[src/violation_access_pkg.sv]
// Constants for the violation counter access block.
// Assumes a 100 MHz clock and a 32-bit byte-addressed register bus.
package violation_access_pkg;
  localparam int NUM_CHANNELS = 14;
  localparam int COUNT_WIDTH  = 16;
  localparam int ADDR_WIDTH   = 10;
  localparam int DATA_WIDTH   = 32;
  localparam logic [COUNT_WIDTH-1:0] COUNT_FULL = 16'hFFFF;
  localparam logic [COUNT_WIDTH-1:0] COUNT_ZERO = 16'h0000;

  // Register indices; byte address is four times the index
  localparam logic [7:0] IDX_ACCESS_CTL  = 8'hE5;
  localparam logic [7:0] IDX_COUNTER_CTL = 8'hE6;
  localparam logic [7:0] IDX_COUNT_BYTE  = 8'hE8;
  localparam logic [7:0] IDX_IRQ_STATUS  = 8'hF0;
  localparam logic [7:0] IDX_IRQ_MASK    = 8'hF1;
  localparam logic [7:0] IDX_MONITOR     = 8'hF2;

  // Access control fields
  localparam int BIT_MONITOR_SOURCE = 7;
  localparam int BIT_READBACK_EN    = 6;
  localparam int SEL_LSB            = 0;
  localparam int SEL_WIDTH          = 4;
  localparam logic [7:0] ACCESS_CTL_MASK  = 8'hCF;
  localparam logic [7:0] ACCESS_CTL_RESET = 8'h00;
  localparam logic [SEL_WIDTH-1:0] SEL_NONE = 4'h0;
  localparam logic [SEL_WIDTH-1:0] SEL_LAST = 4'hE;
  localparam logic [SEL_WIDTH-1:0] SEL_STEP = 4'h1;

  // Counter control fields
  localparam int BIT_CLEAR_ALL  = 4;
  localparam int BIT_LATCH_ALL  = 3;
  localparam int BIT_BYTE_SEL   = 2;
  localparam int BIT_LATCH_ONE  = 1;
  localparam int BIT_CLEAR_ONE  = 0;
  localparam logic [7:0] COUNTER_CTL_MASK  = 8'h1F;
  localparam logic [7:0] COUNTER_CTL_RESET = 8'h00;
  localparam logic [NUM_CHANNELS-1:0] CHAN_ZERO = 14'h0000;

  // Clear hold time, least time so rounded up
  localparam int CLOCK_PERIOD_NS = 10;
  localparam int CLEAR_TIME_NS   = 1000;
  localparam int CLEAR_CYCLES_I  = (CLEAR_TIME_NS + CLOCK_PERIOD_NS - 1) / CLOCK_PERIOD_NS;
  localparam logic [7:0] CLEAR_CYCLES = 8'(CLEAR_CYCLES_I);
  localparam logic [7:0] HOLD_ZERO    = 8'h00;
  localparam logic [7:0] HOLD_STEP    = 8'h01;
endpackage

[src/violation_counter.sv]
// One saturating 16-bit violation counter with synchronous clear.
// Assumes increment and clear come from logic on the same clock.
`timescale 1ns/100ps
`default_nettype none
module violation_counter (
  input  wire logic                                        clock_in,
  input  wire logic                                        resetn_in,
  input  wire logic                                        increment_in,
  input  wire logic                                        clear_in,
  output logic [violation_access_pkg::COUNT_WIDTH-1:0]     count_out,
  output logic                                             saturated_out
);
  import violation_access_pkg::*;

  logic [COUNT_WIDTH-1:0] count_reg;
  logic [COUNT_WIDTH-1:0] count_next;
  wire                    full_w = (count_reg == COUNT_FULL);

  // Clear beats increment; a full counter never wraps
  assign count_next = clear_in ? COUNT_ZERO :
                      (increment_in && !full_w) ? count_reg + 16'h0001 : count_reg;

  always_ff @(posedge clock_in or negedge resetn_in) begin
    if (!resetn_in) begin
      count_reg <= COUNT_ZERO;
    end else begin
      count_reg <= count_next;
    end
  end

  assign count_out     = count_reg;
  assign saturated_out = full_w;
endmodule
`default_nettype wire

[src/line_code_violation_counter_access.sv]
// Register bank for reading the 14 per-channel violation counters.
// Assumes violation pulses come from same-clock line logic and an
// Avalon-MM master that holds each request until waitrequest is low.
`timescale 1ns/100ps
`default_nettype none
module line_code_violation_counter_access (
  input  wire logic                                              clock_in,
  input  wire logic                                              resetn_in,
  input  wire logic [violation_access_pkg::ADDR_WIDTH-1:0]       address_in,
  input  wire logic                                              read_in,
  input  wire logic                                              write_in,
  input  wire logic [3:0]                                        byteenable_in,
  input  wire logic [violation_access_pkg::DATA_WIDTH-1:0]       writedata_in,
  output logic [violation_access_pkg::DATA_WIDTH-1:0]            readdata_out,
  output logic                                                   waitrequest_out,
  input  wire logic [violation_access_pkg::NUM_CHANNELS-1:0]     violation_in,
  output logic [violation_access_pkg::NUM_CHANNELS-1:0]          monitor_status_out,
  output logic                                                   irq_out
);
  import violation_access_pkg::*;

  // Bus and register state
  logic                    wait_reg;
  logic [DATA_WIDTH-1:0]   rdata_reg;
  logic [DATA_WIDTH-1:0]   rdata_next;
  logic [7:0]              access_ctl_reg;
  logic [7:0]              counter_ctl_reg;
  logic [NUM_CHANNELS-1:0] status_reg;
  logic [NUM_CHANNELS-1:0] status_next;
  logic [NUM_CHANNELS-1:0] mask_reg;
  logic [NUM_CHANNELS-1:0] monitor_reg;
  logic [NUM_CHANNELS-1:0] sat_prev_reg;
  logic                    irq_reg;
  logic [7:0]              hold_time_reg;
  logic [7:0]              hold_time_next;
  logic [COUNT_WIDTH-1:0]  hold_reg [NUM_CHANNELS];
  logic [COUNT_WIDTH-1:0]  count_w  [NUM_CHANNELS];
  logic [NUM_CHANNELS-1:0] sat_w;
  logic [NUM_CHANNELS-1:0] sel_hit;
  logic [NUM_CHANNELS-1:0] clear_w;

  // Address decode; one access completes in the cycle waitrequest is low
  wire [7:0] reg_index  = address_in[ADDR_WIDTH-1:2];
  wire       done       = (read_in || write_in) && !wait_reg;
  wire       wr_done    = write_in && !wait_reg;
  wire       lane0      = byteenable_in[0];
  wire       lane1      = byteenable_in[1];
  wire       hit_access = (reg_index == IDX_ACCESS_CTL);
  wire       hit_cctl   = (reg_index == IDX_COUNTER_CTL);
  wire       hit_byte   = (reg_index == IDX_COUNT_BYTE);
  wire       hit_status = (reg_index == IDX_IRQ_STATUS);
  wire       hit_mask   = (reg_index == IDX_IRQ_MASK);
  wire       hit_mon    = (reg_index == IDX_MONITOR);
  wire       wr_access  = wr_done && hit_access && lane0;
  wire       wr_cctl    = wr_done && hit_cctl && lane0;
  wire       wr_status  = wr_done && hit_status;
  wire       wr_mask    = wr_done && hit_mask;

  // Lane-qualified write data for the 14-bit registers
  wire [15:0] wr_lanes = {lane1 ? writedata_in[15:8] : 8'h00,
                          lane0 ? writedata_in[7:0]  : 8'h00};
  wire [NUM_CHANNELS-1:0] wr_bits = wr_lanes[NUM_CHANNELS-1:0];
  wire [NUM_CHANNELS-1:0] mask_next =
    wr_mask ? ((mask_reg & ~{{6{lane1}}, {8{lane0}}}) | wr_bits) : mask_reg;

  // Channel select: zero or codes above fourteen address nothing
  wire [SEL_WIDTH-1:0] sel_code  = access_ctl_reg[SEL_LSB +: SEL_WIDTH];
  wire                 sel_valid = (sel_code != SEL_NONE) && (sel_code <= SEL_LAST);
  wire [SEL_WIDTH-1:0] sel_index = sel_valid ? sel_code - SEL_STEP : SEL_NONE;

  // Latch requests act on the 0-to-1 write of their bit only
  wire latch_one = wr_cctl && writedata_in[BIT_LATCH_ONE] && !counter_ctl_reg[BIT_LATCH_ONE];
  wire latch_all = wr_cctl && writedata_in[BIT_LATCH_ALL] && !counter_ctl_reg[BIT_LATCH_ALL];

  // Clear waits out the hold time so a glitchy write cannot wipe counts
  wire holding    = counter_ctl_reg[BIT_CLEAR_ALL] || counter_ctl_reg[BIT_CLEAR_ONE];
  wire clear_fire = holding && (hold_time_reg == CLEAR_CYCLES);
  assign hold_time_next = !holding ? HOLD_ZERO :
                          clear_fire ? hold_time_reg : hold_time_reg + HOLD_STEP;

  // Byte readback: zero unless enabled and a channel is selected
  wire [COUNT_WIDTH-1:0] held_sel  = hold_reg[sel_index];
  wire                   rb_on     = access_ctl_reg[BIT_READBACK_EN] && sel_valid;
  wire [7:0]             byte_pick = counter_ctl_reg[BIT_BYTE_SEL] ?
                                     held_sel[15:8] : held_sel[7:0];
  wire [7:0]             byte_rd   = rb_on ? byte_pick : 8'h00;

  // Read mux; unmapped addresses read zero
  assign rdata_next =
    hit_access ? {24'h000000, access_ctl_reg} :
    hit_cctl   ? {24'h000000, counter_ctl_reg} :
    hit_byte   ? {24'h000000, byte_rd} :
    hit_status ? {18'h00000, status_reg} :
    hit_mask   ? {18'h00000, mask_reg} :
    hit_mon    ? {18'h00000, monitor_reg} : 32'h00000000;

  // Set beats a same-cycle write-one-to-clear
  wire [NUM_CHANNELS-1:0] overflow_rise = sat_w & ~sat_prev_reg;
  assign status_next = (status_reg & ~(wr_status ? wr_bits : CHAN_ZERO)) | overflow_rise;

  // Per-channel counters, select decode and clear routing
  genvar gi;
  generate
    for (gi = 0; gi < NUM_CHANNELS; gi++) begin : g_chan
      assign sel_hit[gi] = sel_valid && (sel_index == SEL_WIDTH'(gi));
      assign clear_w[gi] = clear_fire && (counter_ctl_reg[BIT_CLEAR_ALL] ||
                           (counter_ctl_reg[BIT_CLEAR_ONE] && sel_hit[gi]));

      violation_counter u_counter (
        .clock_in      (clock_in),
        .resetn_in     (resetn_in),
        .increment_in  (violation_in[gi]),
        .clear_in      (clear_w[gi]),
        .count_out     (count_w[gi]),
        .saturated_out (sat_w[gi])
      );

      // Holding register gives software a stable snapshot
      always_ff @(posedge clock_in or negedge resetn_in) begin
        if (!resetn_in) begin
          hold_reg[gi] <= COUNT_ZERO;
        end else if (latch_all || (latch_one && sel_hit[gi])) begin
          hold_reg[gi] <= count_w[gi];
        end
      end
    end
  endgenerate

  // Bus handshake: waitrequest drops for exactly one cycle per request
  always_ff @(posedge clock_in or negedge resetn_in) begin
    if (!resetn_in) begin
      wait_reg  <= 1'b1;
      rdata_reg <= 32'h00000000;
    end else begin
      wait_reg  <= (read_in || write_in) ? !wait_reg : 1'b1;
      rdata_reg <= (read_in && wait_reg) ? rdata_next : rdata_reg;
    end
  end

  // Control registers; select starts at none
  always_ff @(posedge clock_in or negedge resetn_in) begin
    if (!resetn_in) begin
      access_ctl_reg  <= ACCESS_CTL_RESET;
      counter_ctl_reg <= COUNTER_CTL_RESET;
    end else begin
      if (wr_access) begin
        access_ctl_reg <= writedata_in[7:0] & ACCESS_CTL_MASK;
      end
      if (wr_cctl) begin
        counter_ctl_reg <= writedata_in[7:0] & COUNTER_CTL_MASK;
      end
    end
  end

  // Status, mask, monitor and interrupt
  always_ff @(posedge clock_in or negedge resetn_in) begin
    if (!resetn_in) begin
      status_reg    <= CHAN_ZERO;
      mask_reg      <= CHAN_ZERO;
      monitor_reg   <= CHAN_ZERO;
      sat_prev_reg  <= CHAN_ZERO;
      irq_reg       <= 1'b0;
      hold_time_reg <= HOLD_ZERO;
    end else begin
      status_reg    <= status_next;
      mask_reg      <= mask_next;
      monitor_reg   <= access_ctl_reg[BIT_MONITOR_SOURCE] ? sat_w : violation_in;
      sat_prev_reg  <= sat_w;
      irq_reg       <= |(status_next & mask_next);
      hold_time_reg <= hold_time_next;
    end
  end

  assign readdata_out       = rdata_reg;
  assign waitrequest_out    = wait_reg;
  assign monitor_status_out = monitor_reg;
  assign irq_out            = irq_reg;
endmodule
`default_nettype wire

[config.mk]
export PLATFORM = sky130hd
export DESIGN_NAME = line_code_violation_counter_access
export DESIGN_NICKNAME = d
export VERILOG_FILES = /design/src/violation_access_pkg.sv /design/src/violation_counter.sv /design/src/line_code_violation_counter_access.sv
export SDC_FILE = /design/constraint.sdc
export NUM_CORES = 1
export LEC_CHECK = 0
export BUFFER_PORTS_ARGS = -buffer_cell sky130_fd_sc_hd__buf_2
export CELL_PAD_IN_SITES_DETAIL_PLACEMENT = 1
export CELL_PAD_IN_SITES_GLOBAL_PLACEMENT = 1
export CORE_ASPECT_RATIO = 2
export CORE_MARGIN = 2
export CORE_UTILIZATION = 40
export CTS_CLUSTER_DIAMETER = 50
export DETAILED_ROUTE_END_ITERATION = 16
export PLACE_DENSITY = 0.7
export SYNTH_ARGS = -nofsm -noshare
export SYNTH_HDL_FRONTEND = slang
export SYNTH_SLANG_ARGS = --single-unit
[constraint.sdc]
create_clock -name clock_in -period 4.25 [get_ports clock_in]
set_clock_uncertainty 0.05 [all_clocks]
set_input_delay 0.2125 -clock clock_in [delete_from_list [all_inputs] [get_ports clock_in]]
set_output_delay 0.2125 -clock clock_in [all_outputs]
set_load 0.02 [all_outputs]
==> flow_metrics.tcl <==
set metrics [dict create \
    status "finished clean" \
    fin_crit_sh 0.923 \
    synth_enable_flop_cells 0 \
    yosysTopAreaCell "dfrtp_1" \
    power.density_mw_per_mm2 437 \
    synth_area_leaders "dfrtp_1 51%, mux2_2 8.8%, xor2_1 4.5%, nor2_1 4.2%, nand2_1 3.1%" \
    yosys_most_used_dff "dfrtp_1" \
    grt_pass1_vias 21900 \
    place_ws_ns 0.430 \
    drv_cap 0 \
    drive_above_1_share 0.186 \
    io_buffers 71 \
    dieArea_mm2 0.0676 \
    ios 112 \
    path_max_fanout 27 \
    ant_nets 0 \
    initial_core_util 0.404 \
    hp-class "primary input to flop" \
    cp_common_cell "buf_4" \
    cp_slowest_cell "a21oi_2" \
    finalNetCount 2635 \
    setup_ws_ns 0.327 \
    cts.clk_slew.worst_paths_ns 0.07 \
    cp_cell_sequence "inv_1 -> ha_2 -> buf_4 -> nor2b_1 -> buf_4 -> and3_1 -> a21oi_2 -> mux2_2" \
    async_flop_share 1.00 \
    grt_max_degree 104 \
    fin_util 0.459 \
    place_area_mm2 0.0276 \
    worstPathRequired_ns 4.69 \
    rsz0062_at_grt "false" \
    cts.sinks 539 \
    drt-wirelength-per-cell_um 25.1 \
    period_minus_slack_ns 3.92 \
    dp_cells 3340 \
    synth_top_area_frac 0.514 \
    grt.total_usage 0.263 \
    hold_viol 0 \
    avgSynthCellArea_um2 10.7 \
    stdcell_count 3464 \
    path_class "flop to flop" \
    yosys_warnings 0 \
    p_leak_nw 13.9 \
    synth_cell_types 93 \
    core.rowCount 132 \
    slew_violations 0 \
    ys_seq_area_frac 0.515 \
    syn_to_final_growth_pct 13.4 \
    grt_pass1_wl_mm 134 \
    tightest_slew_ns 1.05 \
    grt_antenna_before_repair 4 \
    hpwl_mm 66.1 \
    vias_per_cell 5.66 \
    setup_violations 0 \
    netlist_instances 2440 \
    cpPeakStageDelay_ns 0.86 \
    fin_area_mm2 0.0297 \
    cts_buffers 53 \
    finalSetupTns_ns 0 \
    netlist_area_mm2 0.0262 \
    htree_levels 2 \
    cts_root_buf "clkbuf_16" \
    remaining_drc_errors 0 \
    drt_iter0_drc 1004 \
    fp.dieH_um 366 \
    synth-seq-cells 539 \
    slew_headroom 0.301 \
    first_pass_iters 5 \
    cp-start-kind "flop" \
    cts_tree "yes" \
    ctsLongestPathBuffers 3 \
    insertion_delay_ns 0.61 \
    drt_wl_total_mm 87.1 \
    grt-ovfl-total 0 \
    core_mm2 0.0647 \
    gp_congestion 0.977 \
    post_cts_buffers 0 \
    cp.arrival_ns 4.37 \
    peakVddDrop_v 0.000353 \
    crit_path_end_kind "flop" \
    die_width_um 185 \
    vias 19600 \
    fmax_ghz 0.255 \
]
==> per-layer routing <==
| layer | vias to the layer above | global-route usage | wire length [µm] |
|---|---|---|---|
| met2 | 447 | 0.487 | 47100 |
| met3 | 214 | 0.0311 | 2910 |
| met4 | 2 | 0.159 | 6200 |
| met1 | 10200 | 0.279 | 30900 |
| li1 | 8796 | - | - |
| met5 | - | 0 | 13 |
==> area by class of cell <==
cell class / count / area [µm²]
Multi-Input combinational cell: 1754 / 12000
Inverter: 47 / 176
Fill cell: 7074 / 35000
Clock inverter: 24 / 241
Tap cell: 871 / 1090
Antenna cell: 3 / 7.51
Clock buffer: 69 / 1530
Sequential cell: 539 / 13500
Timing Repair Buffer: 157 / 1160
==> Yosys cell counts (4+ instances only) <==
master	number
mux2_2	205
xor2_1	135
a21oi_2	5
a221o_1	11
nand2_1	215
a22o_1	13
o211ai_1	12
nand3_1	123
mux2_4	14
a41oi_1	5
buf_4	22
nor2b_1	7
buf_6	4
mux2_1	34
inv_1	46
o41ai_1	7
clkbuf_1	53
a21o_1	7
nand4_1	53
and4_1	24
nor2_1	290
a21oi_4	4
nor4_1	14
a21oi_1	79
buf_1	7
mux2i_1	52
or2_2	8
a22oi_1	21
or3_1	27
o2111ai_1	5
and3_1	46
ha_1	19
buf_2	29
xnor2_1	59
o221ai_1	10
o21ai_0	94
nor3_1	29
a221oi_1	16
dfrtp_1	538
and2_1	12
o31ai_1	4
a31oi_1	6
nand3b_1	5
==> worst max-delay path, delay by kind of cell, from the launching register on <==
kind            cells  cell delay (ns)
compound gates      1             0.86
simple gates        2             0.54
buf+inv             3             0.97
flops               1             0.49
mux                 1             0.43
fa+ha+maj           1             0.44
==> placed cells by master (no fill, tap or decap), types with 53 or more instances in the layout <==
cell | synthesis | layout
o21ai_0 | 94 | 94
mux2_2 | 205 | 205
nand3_1 | 123 | 123
xnor2_1 | 59 | 59
buf_2 | 29 | 70
dfrtp_1 | 538 | 537
xor2_1 | 135 | 135
nand4_1 | 53 | 53
clkbuf_16 | 0 | 55
nand2_1 | 215 | 215
a21oi_1 | 79 | 79
nor2_1 | 290 | 289
==> cell families after synthesis <==
| group | count (synthesis) | synth area share |
|---|---|---|
| multiplexers | 305 | 0.131 |
| AO/OA/AOI/OAI | 333 | 0.0863 |
| AND/OR/NAND/NOR | 885 | 0.164 |
| other | 1 | 0.000143 |
| flip-flops | 539 | 0.515 |
| buffers and inverters | 164 | 0.0301 |
| adder cells (fa/ha/maj) | 19 | 0.00908 |
| XOR/XNOR | 194 | 0.0649 |
==> stage by stage <==
step / hold slack [ns] / total power (W)
6_report: 0.0406 / 0.0130
5_1_grt: 0.0524 / 0.0136
4_1_cts: 0.00342 / 0.0131
3_5_place_dp: 0.258 / 0.00817
3_3_place_gp: 0.260 / 0.00800
2_1_floorplan: -0.133 / 0.00739
==> final timing paths <==
kind / start / end / slack (ns) / cells past startpoint
worst min-delay path: violation_in[5] / monitor_status_out[5] / 0.04 / 3
max in group asynchronous: resetn_in / hold_reg[81] / 2.86 / 3
worst max-delay path: access_ctl_reg[0] / hold_reg[57] / 0.33 / 8
worst max register to register: access_ctl_reg[0] / hold_reg[57] / 0.33 / 8
min in group asynchronous: resetn_in / g_chan[7].u_counter.count_out[12] / 0.13 / 2
worst min register to register: sat_prev_reg[10] / status_reg[10] / 0.41 / 1
==> power breakdown <==
group / switching [W] / internal (W) / total, W
sequential: 0.000794 / 0.00567 / 0.00646
clock: 0.00213 / 0.00273 / 0.00486
combinational: 0.000967 / 0.000678 / 0.00164
total: 0.00389 / 0.00907 / 0.0130
==> repair_timing <==
item,4_1_cts,5_1_grt
hold buffers,28,0
hold endpoints to repair,144,0
gates resized for setup,0,0
(Power assumes the default switching activity.)
